--- config.mk ---
export PLATFORM = sky130hd
export DESIGN_NAME = lls_link_status
export DESIGN_NICKNAME = d
export VERILOG_FILES = /design/src/common/lls_pkg.sv /design/src/lls_link_status.sv /design/src/lls_err_counter.sv /design/src/lls_cfg_checksum.sv
export SDC_FILE = /design/constraint.sdc
export NUM_CORES = 1
export LEC_CHECK = 0
export ABC_CLOCK_PERIOD_IN_PS = 1730
export BUFFER_PORTS_ARGS = -buffer_cell sky130_fd_sc_hd__clkbuf_2
export CORE_ASPECT_RATIO = 1.5
export CORE_MARGIN = 5
export CORE_UTILIZATION = 53
export DETAILED_ROUTE_END_ITERATION = 7
export PLACE_DENSITY = 0.75
export SYNTH_ARGS = -nofsm -noshare
export SYNTH_HDL_FRONTEND = slang
export SYNTH_SLANG_ARGS = --single-unit
--- constraint.sdc ---
create_clock -name pclk -period 1.73 [get_ports pclk]
set_clock_uncertainty 0.1 [all_clocks]
set_input_delay 0.2595 -clock pclk [delete_from_list [all_inputs] [get_ports pclk]]
set_output_delay 0.2595 -clock pclk [all_outputs]
set_load 0.01 [all_outputs]
--- src/common/lls_pkg.sv ---
/*
 * lls_pkg: register indices, field positions, reset values and
 * widths shared by the lane link status flag block.
 * Assumes an APB slave with 32-bit data; a register's byte address
 * is four times its index.
 */
package lls_pkg;

    // ************************************************
    // geometry
    // ************************************************
    localparam int LLS_LANES = 3;        // lanes 5 to 7
    localparam int LLS_FIRST_LANE = 5;
    localparam int LLS_CNT_W = 8;        // error counters and threshold
    localparam int LLS_IDX_W = 12;

    // ************************************************
    // register indices (byte address = 4 * index)
    // ************************************************
    localparam logic [LLS_IDX_W-1:0] LLS_IDX_LANE5_LINK_STATUS = 12'h4b5;
    localparam logic [LLS_IDX_W-1:0] LLS_IDX_LANE6_LINK_STATUS = 12'h4b6;
    localparam logic [LLS_IDX_W-1:0] LLS_IDX_LANE7_LINK_STATUS = 12'h4b7;
    localparam logic [LLS_IDX_W-1:0] LLS_IDX_THRESHOLD = 12'h4c0;
    localparam logic [LLS_IDX_W-1:0] LLS_IDX_CTRL = 12'h4c1;
    localparam logic [LLS_IDX_W-1:0] LLS_IDX_IRQ_STATUS = 12'h4c2;
    localparam logic [LLS_IDX_W-1:0] LLS_IDX_IRQ_MASK = 12'h4c3;

    // ************************************************
    // link status byte fields
    // ************************************************
    localparam int LLS_BIT_DISPARITY = 7;
    localparam int LLS_BIT_INVALID_SYMBOL = 6;
    localparam int LLS_BIT_UNEXPECTED_CTRL = 5;
    localparam int LLS_BIT_DESKEW = 4;
    localparam int LLS_BIT_INITIAL_ALIGN = 3;
    localparam int LLS_BIT_CHECKSUM = 2;
    localparam int LLS_BIT_FRAME_SYNC = 1;
    localparam int LLS_BIT_CODE_GROUP_SYNC = 0;

    // ************************************************
    // control register fields
    // ************************************************
    localparam int LLS_CTRL_SKIP_ALIGN = 0;
    localparam int LLS_CTRL_CLEAR_COUNTS = 1;  // self-clearing

    // ************************************************
    // reset values
    // ************************************************
    localparam logic [7:0] LLS_STATUS_RST = 8'h00;
    localparam logic [LLS_CNT_W-1:0] LLS_THRESHOLD_RST = 8'hff;
    localparam logic [LLS_CNT_W-1:0] LLS_COUNT_RST = 8'h00;
    localparam logic [LLS_CNT_W-1:0] LLS_COUNT_MAX = 8'hff;
    localparam logic [7:0] LLS_SUM_RST = 8'h00;

    // apb answer state
    typedef enum logic [1:0] {
        LLS_APB_IDLE = 2'b01,
        LLS_APB_ACCESS = 2'b10
    } lls_apb_state_t;

endpackage

--- src/lls_link_status.sv ---
/*
 * lls_link_status: per-lane receive status flags for lanes 5 to 7 of a
 * multi-lane serial link, an error threshold, control bits and an
 * interrupt, all reached over an APB slave.
 * Assumes per-lane error pulses, sync levels and configuration bytes
 * arrive synchronous to pclk from the lane receivers.
 */
// How it works
// [RULE1] disparity flag set when count reaches threshold
// [RULE2] invalid symbol flag set at threshold
// [RULE3] unexpected control flag set at threshold
// [RULE4] bit 4 shows lane deskew achieved
// [RULE5] bit 3 shows initial alignment sync
// [RULE6] bit 2 shows configuration checksum correct
// [RULE7] bit 1 shows frame sync achieved
// [RULE8] bit 0 shows code group sync
// [RULE9] software ignores bits 4..1 when skipping alignment
// [RULE10] three counters per lane against shared threshold
// [RULE11] status read only, reset zero, no side effects
`timescale 1ns/1ps
module lls_link_status
    import lls_pkg::*;
#(
    parameter int LANES = LLS_LANES
)
(
    input wire logic pclk,
    input wire logic presetn,
    // apb slave
    input wire logic psel,
    input wire logic penable,
    input wire logic pwrite,
    input wire logic [15:0] paddr,
    input wire logic [31:0] pwdata,
    output logic [31:0] prdata,
    output logic pready,
    output logic pslverr,
    // lane receivers
    input wire logic [LANES-1:0] disparity_err,
    input wire logic [LANES-1:0] invalid_symbol_err,
    input wire logic [LANES-1:0] unexpected_ctrl_char_err,
    input wire logic [LANES-1:0] lane_deskew_done,
    input wire logic [LANES-1:0] initial_align_sync_done,
    input wire logic [LANES-1:0] frame_sync_done,
    input wire logic [LANES-1:0] code_group_sync_done,
    input wire logic [LANES-1:0] cfg_valid,
    input wire logic [LANES-1:0] cfg_last,
    input wire logic [LANES-1:0][7:0] cfg_byte,
    // to the receivers and the interrupt controller
    output logic skip_initial_alignment,
    output logic irq
);

    // ************************************************
    // elaboration checks
    // ************************************************
    if (LANES < 1 || LANES > LLS_LANES) begin : g_lanes_check
        $error("lls_link_status: LANES must be 1 to 3");
    end

    // ************************************************
    // declarations
    // ************************************************
    lls_apb_state_t apb_state;
    lls_apb_state_t next_apb_state;
    logic [LLS_IDX_W-1:0] reg_idx;
    logic aligned;
    logic wr_commit;
    logic [LLS_CNT_W-1:0] error_count_threshold;
    logic clear_counts;
    logic [LANES-1:0][7:0] link_status;
    logic [LANES-1:0] disparity_err_flag;
    logic [LANES-1:0] invalid_symbol_err_flag;
    logic [LANES-1:0] unexpected_ctrl_char_flag;
    logic [LANES-1:0] config_checksum_ok;
    logic [LANES-1:0] prev_err_any;
    logic [LANES-1:0] prev_cgs;
    logic [2*LANES-1:0] irq_status;
    logic [2*LANES-1:0] irq_mask;
    logic [2*LANES-1:0] irq_event;
    logic [31:0] next_prdata;
    logic next_pslverr;

    // ************************************************
    // address decode
    // ************************************************
    // word index from the byte address
    assign reg_idx = paddr[13:2];
    assign aligned = (paddr[1:0] == 2'b00) && (paddr[15:14] == 2'b00);
    // a write lands only at the edge that samples pready high
    assign wr_commit = psel && penable && pready && pwrite && !pslverr;

    // ************************************************
    // per-lane counters, checksum and flags
    // ************************************************
    for (genvar l = 0; l < LANES; l++) begin : g_lane
        lls_err_counter u_disp (
            .pclk(pclk),
            .presetn(presetn),
            .err_pulse(disparity_err[l]),
            .clear(clear_counts),
            .threshold(error_count_threshold),
            .at_threshold(disparity_err_flag[l])
        );
        lls_err_counter u_nit (
            .pclk(pclk),
            .presetn(presetn),
            .err_pulse(invalid_symbol_err[l]),
            .clear(clear_counts),
            .threshold(error_count_threshold),
            .at_threshold(invalid_symbol_err_flag[l])
        );
        lls_err_counter u_uek (
            .pclk(pclk),
            .presetn(presetn),
            .err_pulse(unexpected_ctrl_char_err[l]),
            .clear(clear_counts),
            .threshold(error_count_threshold),
            .at_threshold(unexpected_ctrl_char_flag[l])
        );
        lls_cfg_checksum u_cks (
            .pclk(pclk),
            .presetn(presetn),
            .cfg_valid(cfg_valid[l]),
            .cfg_last(cfg_last[l]),
            .cfg_byte(cfg_byte[l]),
            .checksum_ok(config_checksum_ok[l])
        );

        // status byte, rebuilt every cycle, read only
        always_ff @(posedge pclk or negedge presetn) begin
            if (!presetn) begin
                link_status[l] <= LLS_STATUS_RST; // [RULE11]
            end else begin
                link_status[l][LLS_BIT_DISPARITY] <= disparity_err_flag[l]; // [RULE1]
                link_status[l][LLS_BIT_INVALID_SYMBOL] <= invalid_symbol_err_flag[l]; // [RULE2]
                link_status[l][LLS_BIT_UNEXPECTED_CTRL] <= unexpected_ctrl_char_flag[l]; // [RULE3]
                link_status[l][LLS_BIT_DESKEW] <= lane_deskew_done[l]; // [RULE4]
                link_status[l][LLS_BIT_INITIAL_ALIGN] <= initial_align_sync_done[l]; // [RULE5]
                link_status[l][LLS_BIT_CHECKSUM] <= config_checksum_ok[l]; // [RULE6]
                link_status[l][LLS_BIT_FRAME_SYNC] <= frame_sync_done[l]; // [RULE7]
                link_status[l][LLS_BIT_CODE_GROUP_SYNC] <= code_group_sync_done[l]; // [RULE8]
            end
        end

        // edges of the registered flags feed the interrupt events
        always_ff @(posedge pclk or negedge presetn) begin
            if (!presetn) begin
                prev_err_any[l] <= 1'b0;
                prev_cgs[l] <= 1'b0;
            end else begin
                prev_err_any[l] <= |link_status[l][7:5];
                prev_cgs[l] <= link_status[l][LLS_BIT_CODE_GROUP_SYNC];
            end
        end

        // threshold reached, and code group sync lost
        assign irq_event[l] = (|link_status[l][7:5]) && !prev_err_any[l];
        assign irq_event[LANES+l] = prev_cgs[l] && !link_status[l][LLS_BIT_CODE_GROUP_SYNC];
    end

    // ************************************************
    // control registers
    // ************************************************
    // threshold shared by all counters
    always_ff @(posedge pclk or negedge presetn) begin
        if (!presetn) begin
            error_count_threshold <= LLS_THRESHOLD_RST;
        end else if (wr_commit && reg_idx == LLS_IDX_THRESHOLD) begin
            error_count_threshold <= pwdata[LLS_CNT_W-1:0]; // [RULE10]
        end
    end

    // skip-alignment level and one-cycle counter clear
    always_ff @(posedge pclk or negedge presetn) begin
        if (!presetn) begin
            skip_initial_alignment <= 1'b0;
            clear_counts <= 1'b0;
        end else begin
            clear_counts <= wr_commit && reg_idx == LLS_IDX_CTRL
                && pwdata[LLS_CTRL_CLEAR_COUNTS];
            if (wr_commit && reg_idx == LLS_IDX_CTRL) begin
                skip_initial_alignment <= pwdata[LLS_CTRL_SKIP_ALIGN];
            end
        end
    end

    // ************************************************
    // interrupts
    // ************************************************
    // sticky status, write one to clear, a new event wins
    always_ff @(posedge pclk or negedge presetn) begin
        if (!presetn) begin
            irq_status <= '0;
        end else if (wr_commit && reg_idx == LLS_IDX_IRQ_STATUS) begin
            irq_status <= (irq_status & ~pwdata[2*LANES-1:0]) | irq_event;
        end else begin
            irq_status <= irq_status | irq_event;
        end
    end

    // mask, one enables the source
    always_ff @(posedge pclk or negedge presetn) begin
        if (!presetn) begin
            irq_mask <= '0;
        end else if (wr_commit && reg_idx == LLS_IDX_IRQ_MASK) begin
            irq_mask <= pwdata[2*LANES-1:0];
        end
    end

    // level output
    always_ff @(posedge pclk or negedge presetn) begin
        if (!presetn) begin
            irq <= 1'b0;
        end else begin
            irq <= |(irq_status & irq_mask);
        end
    end

    // ************************************************
    // apb read mux and error decode
    // ************************************************
    // plain reads, nothing changes when a register is read
    always_comb begin
        next_prdata = 32'h0000_0000;
        next_pslverr = 1'b0;
        if (!aligned) begin
            next_pslverr = 1'b1;
        end else if (reg_idx >= LLS_IDX_LANE5_LINK_STATUS
                && reg_idx <= LLS_IDX_LANE7_LINK_STATUS) begin
            next_pslverr = 1'b1;
            for (int l = 0; l < LANES; l++) begin
                if (reg_idx == LLS_IDX_LANE5_LINK_STATUS + LLS_IDX_W'(l)) begin
                    next_prdata[7:0] = link_status[l]; // [RULE11]
                    next_pslverr = pwrite;
                end
            end
        end else begin
            unique case (reg_idx)
                LLS_IDX_THRESHOLD: next_prdata[LLS_CNT_W-1:0] = error_count_threshold;
                LLS_IDX_CTRL: next_prdata[LLS_CTRL_SKIP_ALIGN] = skip_initial_alignment;
                LLS_IDX_IRQ_STATUS: next_prdata[2*LANES-1:0] = irq_status;
                LLS_IDX_IRQ_MASK: next_prdata[2*LANES-1:0] = irq_mask;
                default: next_pslverr = 1'b1;
            endcase
        end
    end

    // ************************************************
    // apb handshake
    // ************************************************
    // one wait-free access: ready in the first access cycle
    always_comb begin
        next_apb_state = apb_state;
        unique case (apb_state)
            LLS_APB_IDLE: begin
                if (psel && !penable) begin
                    next_apb_state = LLS_APB_ACCESS;
                end
            end
            LLS_APB_ACCESS: begin
                next_apb_state = LLS_APB_IDLE;
            end
            default: next_apb_state = LLS_APB_IDLE;
        endcase
    end

    always_ff @(posedge pclk or negedge presetn) begin
        if (!presetn) begin
            apb_state <= LLS_APB_IDLE;
        end else begin
            apb_state <= next_apb_state;
        end
    end

    // answer captured at the setup edge, dropped after the access edge
    always_ff @(posedge pclk or negedge presetn) begin
        if (!presetn) begin
            pready <= 1'b0;
            pslverr <= 1'b0;
            prdata <= 32'h0000_0000;
        end else if (apb_state == LLS_APB_IDLE && psel && !penable) begin
            pready <= 1'b1;
            pslverr <= next_pslverr;
            prdata <= pwrite ? 32'h0000_0000 : next_prdata;
        end else begin
            pready <= 1'b0;
            pslverr <= 1'b0;
        end
    end

endmodule

--- src/lls_err_counter.sv ---
/*
 * lls_err_counter: saturating error counter for one error type of one
 * lane, compared against the shared threshold.
 * Assumes err_pulse is one cycle per received error, synchronous to pclk.
 */
`timescale 1ns/1ps
module lls_err_counter
    import lls_pkg::*;
(
    input wire logic pclk,
    input wire logic presetn,
    input wire logic err_pulse,
    input wire logic clear,
    input wire logic [LLS_CNT_W-1:0] threshold,
    output logic at_threshold
);

    logic [LLS_CNT_W-1:0] count;

    // count errors, hold at the top, clear on request
    always_ff @(posedge pclk or negedge presetn) begin
        if (!presetn) begin
            count <= LLS_COUNT_RST;
        end else if (clear) begin
            count <= LLS_COUNT_RST;
        end else if (err_pulse && count != LLS_COUNT_MAX) begin
            count <= count + 8'h01;
        end
    end

    // flag at or above threshold, low below it
    always_ff @(posedge pclk or negedge presetn) begin
        if (!presetn) begin
            at_threshold <= 1'b0;
        end else begin
            at_threshold <= (count >= threshold); // [RULE10]
        end
    end

endmodule

--- src/lls_cfg_checksum.sv ---
/*
 * lls_cfg_checksum: sums the received lane configuration bytes modulo
 * 256 and compares the sum with the checksum byte that closes them.
 * Assumes cfg_valid marks each byte and cfg_last marks the checksum byte.
 */
`timescale 1ns/1ps
module lls_cfg_checksum
    import lls_pkg::*;
(
    input wire logic pclk,
    input wire logic presetn,
    input wire logic cfg_valid,
    input wire logic cfg_last,
    input wire logic [7:0] cfg_byte,
    output logic checksum_ok
);

    logic [7:0] sum;

    // running sum over the configuration bytes
    always_ff @(posedge pclk or negedge presetn) begin
        if (!presetn) begin
            sum <= LLS_SUM_RST;
        end else if (cfg_valid) begin
            sum <= cfg_last ? LLS_SUM_RST : sum + cfg_byte;
        end
    end

    // verdict on the checksum byte, held until the next one
    always_ff @(posedge pclk or negedge presetn) begin
        if (!presetn) begin
            checksum_ok <= 1'b0;
        end else if (cfg_valid && cfg_last) begin
            checksum_ok <= (sum == cfg_byte); // [RULE6]
        end
    end

endmodule

# Word level (Yosys, flattened, before mapping)
# Cells that the tools add are included.
# totals
word_cells	189
out_inout_bits	36
in_bits	104
ff_bits	197
# op_classes
addsub	12
eq_ne	21
n_lt_le_gt_ge	11
mux	41
bitwise_logic	5
n_reduce_logical	56
# ops
cell	n
$mux 8	27
$eq 12x11->1 const B	7
$add 8x1->8 const B	9
$ge 8x8->1	9
$ne 8x8->1 const B	9
$logic_and 1x1->1	32
$add 8x8->8	3
$eq 8x8->1	3
$reduce_bool 2->1	9
$pmux 5 s3	1
$and 6x6->6	2
$ge 12x11->1 const B	1
$le 12x11->1 const B	1
$or 6x6->6	2
$reduce_or 3->1	3
$logic_not 1->1	8
$mux 1	8
$mux 2	3
$mux 6	1
$not 6->6	1
$reduce_or 6->1	1
$logic_not 2->1	2
$pmux 1 s4	1
$reduce_or 4->1	1
other kinds (2)	2

# Logic depth before layout (Yosys ltp)
# Gate-level depths: netlist (run 1).
# logic_depth
word_depth	7
ltp_mapped	7
depth_no_buf	7

# Hierarchy
# A second synthesis (run 1) with hierarchy kept.
# unflattened
hier_cells	1087
hier_area_um2	11064.4
# modules_own_cells
mod	seq_area_each_um2	cells_each	area_per_inst_um2	n_inst
lls_err_counter	225.2	71	675.6	9
lls_link_status	1637.8	232	2915.3	1
lls_cfg_checksum	225.2	72	689.4	3

# Worst setup path before layout (run 1)
# No wires, ideal clock.
# synth_timing
path_kind	reg-to-reg
startpoint	register g_lane[2].u_cks.sum[0]
endpoint	register g_lane[2].u_cks.sum[6]
setup_ps	122
t_arrival_ps	1668
path_buffers	0
period_less_slack_ps	1890
setup_slack_ps	-160
required_ps	1508
stages_incl_launch_ff	8
path_cell_list	dfrtp_1 -> ha_1 -> fa_1 -> a21o_1 -> a211oi_1 -> o21bai_1 -> xnor2_1 -> o2bb2ai_1
# synth_between
elab_chain_len	2
# synth_lines
element	line	source
start: declaration	lls_cfg_checksum.sv:18	logic [7:0] sum;
start signal: assignment	lls_cfg_checksum.sv:25	sum <= cfg_last ? LLS_SUM_RST : sum + cfg_byte;
$add 8x8->8	lls_cfg_checksum.sv:25	
$mux 8	lls_cfg_checksum.sv:25	
# Every way passes these cells.
# A chain may end at the register's enable or synchronous reset.

# Worst setup path after layout (run 1)
# layout_timing
startpoint	register error_count_threshold[5]
endpoint	register g_lane[0].u_disp.at_threshold
# layout_between
elab_chain_len	1
# layout_lines
element	line	source
start: declaration	lls_link_status.sv:69	logic [LLS_CNT_W-1:0] error_count_threshold;
start signal: assignment	lls_link_status.sv:170	error_count_threshold <= pwdata[LLS_CNT_W-1:0];
$ge 8x8->1	lls_err_counter.sv:36	at_threshold <= (count >= threshold);
end signal: assignment	lls_err_counter.sv:36	
end: declaration	lls_err_counter.sv:15	output logic at_threshold
# Every way passes these cells.

==> results of run 1 <==
## per-stage QoR
| stage | TNS, ns | hold slack, ns | area (µm²) | power (mW) | std cells |
|---|---|---|---|---|---|
| 2_1_floorplan | -0.1321 | -0.1361 | 10360 | 10.07 | 1027 |
| 6_report | -2.320 | 0.02001 | 13360 | 17.41 | 1498 |
| 5_1_grt | -3.662 | 0.02168 | 13360 | 18.63 | 1498 |
| 3_3_place_gp | -3.117 | 0.1461 | 11750 | 11.69 | 1432 |
| 3_5_place_dp | -3.826 | 0.1505 | 11750 | 11.99 | 1432 |
| 4_1_cts | -1.934 | 0.002961 | 13080 | 16.99 | 1489 |
## cells in the mapped netlist, drive strengths merged (14+ instances only)
cell type / instances / area (µm²)
nand2b: 14 / 87.58
o21ai: 53 / 265.3
dfrtp: 164 / 4104
a21oi: 47 / 235.2
mux2: 15 / 168.9
inv: 54 / 202.7
nand3: 27 / 147.6
a211oi: 17 / 127.6
xor2: 24 / 210.2
and3: 17 / 111.4
nand2: 70 / 262.8
xnor2: 39 / 341.6
nor3: 18 / 90.09
mux2i: 23 / 230.2
nor2: 84 / 322.8
ha: 102 / 1276
buf: 29 / 203.9
a21o: 31 / 234.0
## sequential cells by signal, indices dropped and copies added, names as in the netlist, 8 cells and up
signal                 flops
g_lane.u_cks.sum          24
prdata                     8
g_lane.u_nit.count        24
g_lane.u_uek.count        24
link_status               24
error_count_threshold      8
g_lane.u_disp.count       24
## layout by cell type, fill, tap and decap left out, types with 34 or more instances in the layout
cell      netlist  routed
o21ai_0        51      37
dfrtp_1       164     158
a21oi_1        47      34
buf_4          24      96
ha_1          102      72
nand2_1        70      69
xnor2_1        39      39
inv_1          54      51
clkbuf_2        0      90
nor2_1         83      82
## metal layers
| metal | routed length, µm | share of wire (%) |
|---|---|---|
| met5 | 0 | 0 |
| met4 | 896 | 3.4 |
| met3 | 987 | 3.8 |
| met2 | 14090 | 54 |
| met1 | 10280 | 39 |
## power by group through the flow
stage | Clock (mW) | Combinational, mW | Sequential (mW)
2_1_floorplan | 0 | 4.04 | 6.03
3_3_place_gp | 0 | 5.52 | 6.16
3_5_place_dp | 0 | 5.80 | 6.20
4_1_cts | 4.26 | 6.51 | 6.21
5_1_grt | 4.45 | 7.78 | 6.40
6_report | 4.21 | 6.96 | 6.24
## final timing paths
check	startpoint	to	cells past startpoint
max	error_count_threshold[5]	g_lane[0].u_disp.at_threshold	8
min	pwdata[0]	irq_mask[0]	2
max in group asynchronous	presetn	error_count_threshold[2]	3
min reg2reg	g_lane[2].u_uek.at_threshold	link_status[21]	0
min in group asynchronous	presetn	g_lane[0].u_uek.count[0]	2
max reg2reg	error_count_threshold[5]	g_lane[0].u_disp.at_threshold	8
## final cells by class
type                            instances  area, µm²  share of cell area [%]
Inverter                               54      209.0                   1.564
Clock buffer                           21      450.4                   3.372
Tap cell                              256      320.3                   2.398
Clock inverter                         11      191.4                   1.433
Sequential cell                       173       4348                   32.55
Timing Repair Buffer                  221       1668                   12.49
Multi-Input combinational cell        762       6170                   46.19
## kinds of logic after synthesis
kind of cell	synth area share (%)
AND/OR/NAND/NOR	15.35
AO/OA/AOI/OAI	15.06
flip-flops	42.57
adder cells (fa/ha/maj)	13.11
buffers and inverters	4.320
XOR/XNOR	5.412
multiplexers	4.136
other	0.03678
## timing repair
item                                    4_1_cts  5_1_grt
gates resized for setup                      67       44
hold buffers                                 15        0
buffers inserted                              9       10
endpoints found under the hold margin        49        0
pin swaps                                    63       30
gates cloned                                  1        0
endpoints found under the setup margin       22       41
==> summary.md, run 1 <==
| Metric | Value |
|---|---|
| Critical Path End Type | register |
| Met3 Use GR | under 10% |
| Later-pin clock latency in the skew report | 0.43 ns |
| Residual DRC | 0 |
| Clock Pin Slew Worst Setup and Hold Paths | approximately 0.07 ns |
| N_diodes | 0 |
| Final setup margin | -0.2340 ns |
| Initial Util | between 50 and 60% |
| Maximum VDD drop | 0.8317 mV |
| Reg power frac | between 30% and 40% |
| Worst path cell trace | clkinvlp_4 > buf_12 > buf_4 > ha_4 > a21o_1 > a21o_1 > a21oi_2 > o21ai_1 |
| Met1 Use GR | a little over a quarter |
| Hold Path Class | input port to register |
| Tmin final | 1.964 ns |
| Slew Limit Fails | 0 |
| Vias in the first global route | about 9000 |
| Worst-Margin Slew | around 0.55 ns |
| CP max FO | 8 |
| Met2 Usage GRT | between 40% and 50% |
| CP most frequent cell | a21o_1 |
| Ys async rst share | 100.0% |
| Mapped Area | slightly above 10000 µm² |
| H-tree levels | 4 |
| Clock buffer count from CTS | 17 |
| CTS Sinks | approximately 170 |
| Post-Route Utilization | between 60% and 70% |
| CTS Buffer Depth | 2 |
| CTS root buf | clkbuf_16 |
| Initial antenna violation count | 0 |
| Overflow after GRT | 0 |
| Ys flop type | dfrtp_1 |
| Port Buffers | slightly above 90 |
| Buf/Inv on CP | 3 |
| Std cell rows | 62 |
| Syn_area_per_cell | 10.15 µm² |
| Fmax | between 500 and 600 MHz |
| Die area | around 22000 µm² |
| LEAKAGE | approximately 6.2 nW |
| RSZ-0062 raised after global routing | yes |
| Ports | 140 |
| Failing checks | negative setup slack |
| Final GP Congestion | ~0.85 |
| Outcome | finished, violations left |
| Post-Syn Instances | 1004 |
| Int Pwr | roughly 11 mW |
| Crit Path Category | register to register |
| Setup-failing EPs final | 17 |
| Switching part of the total | 34.79% |
| Critical path required time | a little under 2 ns |
| Post-synth cell types | between 60 and 70 |
| Vias per cell | about 5.7 |
| Nets | ~1400 |
| Psw | about 6 mW |
| FILL cells | 1369 |
| Number of DRC markers in iteration 0 | ~600 |
| Largest net degree at the start of global routing | 50 |
| Top Usage Layer GRT | met2 |
| Reg2Reg Setup Slack | -0.23 ns |
| PwrDens | about 1300 nW/µm² |
| Synth Register Bits | 173 |
| Critical path startpoint category | register |
| Die Width | between 100 and 150 µm |
| Layout cells sized above 1 | 29.31% |
| CTS tree | built |
| TritonRoute pass-1 iters | 5 |
| Comb power frac | 40.0% |
| Max-slew headroom | 63.34% |
| Sequential element share of the synthesized area | about 43% |
| Antenna Violating Nets Remaining | 0 |
| Ys Warns | 0 |
| DRT Wirelength | around 26 mm |
| Die Ht | ~180 µm |
| Clock power share | roughly a quarter |
| Hold Fails Final Rpt | 0 |
| Area grow syn2layout | 31.01% |
| DPL Wire Length | ~18 mm |
| Max-cap violation count | 0 |
| First-pass GRT wire length | approximately 42 mm |
| Crit path DAT | 2.17 ns |
| Core box area | 19080 µm² |
| Number of synthesized flops with an enable pin | 0 |
| Pre-CTS WS | -0.2366 ns |
| Via count | between 8000 and 9000 |
| CP max-delay cell | dfstp_2 |
| Final period util | 113.5% |
| GRT Overall Usage | 23.74% |
| Max incr delay on CP | between 0.5 and 0.6 ns |
| Crit-path leading delay family | flip-flops |
| WL/cell | roughly 18 µm |
(Power assumes the default switching activity.)
==> inputs of run 2 (changes only) <==
Settings changed: CORE_UTILIZATION 53 to 45, PLACE_DENSITY 0.75 to 0.65.
==> run 2 against run 1 <==
The run still ends with negative setup slack left. Largest cell class unchanged. Via count is 2.4% lower. Critical path depth is 1 lower. Largest power group unchanged. Power is 1.7% lower. Critical endpoint is now g_lane[2].u_disp.at_threshold. Fmax is 2.2% higher.
==> summary.md, run 2 (same netlist as run 1, synthesis figures left out) <==
| Metric | Value |
|---|---|
| Crit Path Category | register to register |
| Most frequent cells in the layout | dfrtp_1, buf_4, clkbuf_2 |
| Hold Path Class | input port to register |
| CTS Buffer Depth | 2 |
| Die Ht | between 150 and 200 µm |
| CTS Sinks | around 170 |
| DRT Wirelength | between 20 and 25 mm |
| First-pass GRT wire length | approximately 41 mm |
| Hold slack final | roughly 0.014 ns |
| LEAKAGE | around 6.3 nW |
| CP max-delay cell | dfstp_2 |
| RSZ-0062 raised after global routing | yes |
| Area grow syn2layout | 32.14% |
| Die area | approximately 26000 µm² |
| Setup TNS | -2.365 ns |
| Area after DPL | 11880 µm² |
| Port Buffers | 91 |
| Slew Limit Fails | 0 |
| Via count | 8272 |
| Post-Route Utilization | roughly 60% |
| H-tree levels | 4 |
| CP max FO | 9 |
| Vias per cell | about 5.4 |
| Final setup margin | -0.1913 ns |
| Max incr delay on CP | 0.56 ns |
| Outcome | finished, violations left |
| CTS tree | built |
| TritonRoute pass-1 iters | 4 |
| Nets | 1459 |
| Critical path required time | approximately 1.9 ns |
| Die Width | 132.9 µm |
| Failing checks | negative setup slack |
| Overflow after GRT | 0 |
| Core box area | approximately 22000 µm² |
| DPL Wire Length | ~18 mm |
| Crit path DAT | roughly 2.1 ns |
| Std cell rows | between 60 and 70 |
| GRT Overall Usage | 19.34% |
| Worst path cell trace | clkinvlp_4 > buf_12 > ha_1 > a21o_1 > a21o_1 > a21oi_1 > o21ai_0 |
| Initial Util | 45.55% |
| Fmax | approximately 520 MHz |
| Residual DRC | 0 |
| Clock buffer count from CTS | 17 |
| CTS root buf | clkbuf_16 |
| Most common cell after layout, fill and taps aside | dfrtp_1 |
| Setup-failing EPs final | 17 |
| Final GP Congestion | 0.8532 |
| Number of DRC markers in iteration 0 | between 400 and 500 |
| N_diodes | 0 |
| Post-route cell area | 13470 µm² |
| Largest net degree at the start of global routing | ~50 |
| Initial antenna violation count | 0 |
| CP most frequent cell | a21o_1 |
| Antenna Violating Nets Remaining | 0 |
| Vias in the first global route | 8585 |
| Layout cells sized above 1 | 29.93% |
| Critical path startpoint category | register |
| Later-pin clock latency in the skew report | approximately 0.44 ns |
| WL/cell | ~16 µm |
| Hold Fails Final Rpt | 0 |
| Final period util | 111.1% |
| Tmin final | 1.921 ns |
| Clock Pin Slew Worst Setup and Hold Paths | around 0.070 ns |
| Critical Path End Type | register |
| Max-cap violation count | 0 |
| PwrDens | around 1300 nW/µm² |
| Maximum VDD drop | 0.7921 mV |
| Ports | 140 |
## run 2: what timing repair did
| action | 4_1_cts | 5_1_grt |
|---|---|---|
| setup buffers | 8 | 17 |
| hold buffers | 18 | 0 |
| gates resized for setup | 55 | 50 |
| hold endpoints to repair | 100 | 0 |
| endpoints found under the setup margin | 23 | 48 |
| pin swaps | 33 | 44 |
## run 2: cell type report
class / instances / area [µm²]
Clock buffer: 17 / 425.4
Tap cell: 276 / 345.3
Fill cell: 1852 / 8911
Timing Repair Buffer: 242 / 1836
Multi-Input combinational cell: 762 / 6103
Sequential cell: 173 / 4352
Clock inverter: 15 / 196.4
Inverter: 54 / 214.0
## run 2: worst max-delay path, delay by kind of cell, from the launching register on
family,cells,cell delay [ns]
flops,1,0.56
compound gates,4,0.56
fa+ha+maj,1,0.31
buf+inv,2,0.26
## run 2: worst paths after layout
check / from / to / slack [ns] / cells after the start
min in group asynchronous: presetn / g_lane[0].u_nit.count[5] / 0.21 / 2
hold reg to reg: g_lane[2].u_uek.at_threshold / link_status[21] / 0.26 / 0
setup reg to reg: error_count_threshold[5] / g_lane[2].u_disp.at_threshold / -0.19 / 7
hold / removal: pwdata[4] / irq_mask[4] / 0.01 / 2
max in group asynchronous: presetn / apb_state[0] / 0.69 / 3
setup / recovery: error_count_threshold[5] / g_lane[2].u_disp.at_threshold / -0.19 / 7
## run 2: power breakdown
group,total (mW),switching (mW),internal (mW)
clock network,4.06,1.85,2.21
registers,6.06,0.911,5.15
logic,6.99,3.32,3.67
## run 2: layer usage
layer  GRT usage (%)  wire length, µm  vias to the layer above
li1                -                -                     4062
met1           22.55            10100                     4032
met2           36.08            13410                      146
met3           3.647              810                       32
met4           4.969              448                        0
met5               0                0                        -
## run 2: metrics by stage
stage / instances / worst slack, ns / power (mW)
6_report: 1539 / -0.1913 / 17.12
5_1_grt: 1539 / -0.2887 / 18.50
4_1_cts: 1524 / -0.1904 / 16.90
3_3_place_gp: 1466 / -0.1980 / 11.99
3_5_place_dp: 1466 / -0.2867 / 12.20
2_1_floorplan: 1027 / -0.04939 / 10.07
==> inputs of run 3 (changes only) <==
Settings changed: SETUP_SLACK_MARGIN set to 0.3.
==> run 3 against run 2 <==
The run still ends with negative setup slack left. Clock power barely moved. Wire length rose by 6.7%. First-iteration DRC count fell by 16%. Core utilization rose by 4.4 points. Non-clock buffer count rose by 6. Power rose by 8.9%. Global-route usage rose by 0.69 points. Clock-buffer cell count did not move. Sequential power rose by 3.6%. Combinational power rose by 19%. Via count rose by 2.8%. Die area did not move. Critical path type unchanged. Critical endpoint is now g_lane[0].u_uek.at_threshold. Highest routed layer unchanged.
==> summary.md, run 3 (same netlist as run 1, synthesis figures left out) <==
| Metric | Value |
|---|---|
| Outcome | finished, violations left |
| Failing checks | negative setup slack |
| Area grow syn2layout | 41.83% |
| Crit Path Category | register to register |
| PwrDens | approximately 1300 nW/µm² |
| Critical path required time | about 2.0 ns |
| Crit path DAT | between 2 and 2.5 ns |
| Overflow after GRT | 0 |
| First-pass GRT wire length | around 43 mm |
| Footprint of the multi-input gates | around 7000 µm² |
| Most frequent cells in the layout | dfrtp_1, buf_4, clkbuf_2 |
| RSZ-0062 raised after global routing | yes |
| LEAKAGE | 6.447 nW |
| Later-pin clock latency in the skew report | around 0.44 ns |
| Port Buffers | 91 |
| Core box area | around 22000 µm² |
| CTS Sinks | about 170 |
| Critical Path End Type | register |
| Nets | between 1000 and 1500 |
| Clock buffer count from CTS | 17 |
| H-tree levels | 4 |
| Max-slew headroom | around three fifths |
| Setup-failing EPs final | 17 |
| Ports | between 100 and 150 |
| R2R depth | 6 |
| Residual DRC | 0 |
| CP max FO | 8 |
| CTS root buf | clkbuf_16 |
| CTS Buffer Depth | 2 |
| Initial antenna violation count | 0 |
| Clock Pin Slew Worst Setup and Hold Paths | roughly 0.07 ns |
| Maximum VDD drop | approximately 0.77 mV |
| Reg2Reg Setup Slack | -0.23 ns |
| Vias per cell | between 5 and 6 |
| Fmax | between 500 and 600 MHz |
| Critical path startpoint category | register |
| Final setup margin | -0.2326 ns |
| Total power | ~19 mW |
| Final period util | 113.4% |
| Largest net degree at the start of global routing | 39 |
| Max-cap violation count | 0 |
| Via count | 8502 |
| Worst setup path endpoint | g_lane[0].u_uek.at_threshold |
| Number of DRC markers in iteration 0 | roughly 340 |
| GRT Overall Usage | 20.03% |
| WL/cell | about 17 µm |
| Slew Limit Fails | 0 |
| DRT Wirelength | approximately 26 mm |
| Most common cell after layout, fill and taps aside | dfrtp_1 |
| Die Width | approximately 130 µm |
| Vias in the first global route | ~8800 |
| Critical R2R Launch | error_count_threshold[0] |
| Final GP Congestion | ~0.86 |
| CP Launch Point | error_count_threshold[0] |
| Placed insts | around 1400 |
| Antenna Violating Nets Remaining | 0 |
| Die area | ~26000 µm² |
| Std cell rows | 67 |
| DPL Wire Length | about 18 mm |
| Initial Util | a little under half |
| Layout cells sized above 1 | around two fifths |
| Hold_sp | cfg_valid[2] |
| CTS tree | built |
| Non-Filler Instances | ~1500 |
| TritonRoute pass-1 iters | 4 |
| Die Ht | 194.3 µm |
| Sequential Area | 4364 µm² |
| Post-Route Utilization | 64.60% |
| Worst-Margin Slew | 0.5773 ns |
| FILL cells | about 1700 |
| Hold Fails Final Rpt | 0 |
| N_diodes | 0 |
| Hold Path Class | input port to register |
| Worst R2R End | g_lane[0].u_uek.at_threshold |
| Tmin final | around 2 ns |
[run 3: per-layer routing]
metal / vias to the layer above / part of all wire [%] / global-route usage, % / routed length (µm)
li1: 4081 / - / - / -
met1: 4219 / 41 / 22.98 / 10700
met5: - / 0 / 0 / 0
met3: 39 / 3.3 / 3.466 / 859
met4: 0 / 1.9 / 6.626 / 510
met2: 163 / 54 / 37.28 / 14340
[run 3: area by class of cell]
type / count / area share [%]
flip-flops and latches: 173 / 30.18
clock buffers: 17 / 2.942
multi-input cells: 762 / 48.36
inverters: 54 / 1.480
well taps: 276 / 2.388
clock inverters: 15 / 1.359
repair buffers: 248 / 13.28
[run 3: worst min path at each step]
stage,to,slack [ns],depth (start not counted)
2_1_floorplan,apb_state[1],-0.14,0
3_3_place_gp,g_lane[1].u_cks.checksum_ok,0.09,1
3_5_place_dp,g_lane[1].u_cks.checksum_ok,0.09,1
4_1_cts,g_lane[2].u_cks.sum[1],0.002,2
5_1_grt,g_lane[2].u_cks.sum[1],0.02,2
6_report,g_lane[2].u_cks.sum[1],0.005,2
[run 3: stage by stage]
step	setup TNS (ns)	area, µm²	hold WS, ns	setup slack (ns)
CTS	-1.638	13550	0.001754	-0.1427
finish	-1.924	14460	0.005283	-0.2326
floorplan	-0.1218	10760	-0.1361	-0.03915
global placement	-1.148	11910	0.09053	-0.1011
detailed placement	-1.748	11910	0.09251	-0.1444
global route	-3.623	14460	0.02067	-0.2949
[run 3: power breakdown]
group / switching, mW / internal [mW] / leakage [nW]
combinational: 3.84 / 4.45 / 4.05
clock: 1.75 / 2.32 / 0.296
sequential: 1.10 / 5.18 / 2.10
total: 6.69 / 11.9 / 6.45
[run 3: critical path, stage by stage, from the launching register on]
cell      delay (ns)
dfstp_4         0.72
ha_1            0.25
nand2b_1        0.15
a21o_1          0.18
a21o_1          0.20
a21oi_2         0.16
o21ai_1         0.08
[run 3: repair_timing]
| item | 4_1_cts | 5_1_grt |
|---|---|---|
| pin swaps | 90 | 126 |
| gates cloned | 0 | 0 |
| setup buffers | 53 | 25 |
| hold buffers | 16 | 0 |
| endpoints found under the hold margin | 168 | 0 |
| gates resized for setup | 92 | 138 |
| endpoints found under the setup margin | 109 | 129 |
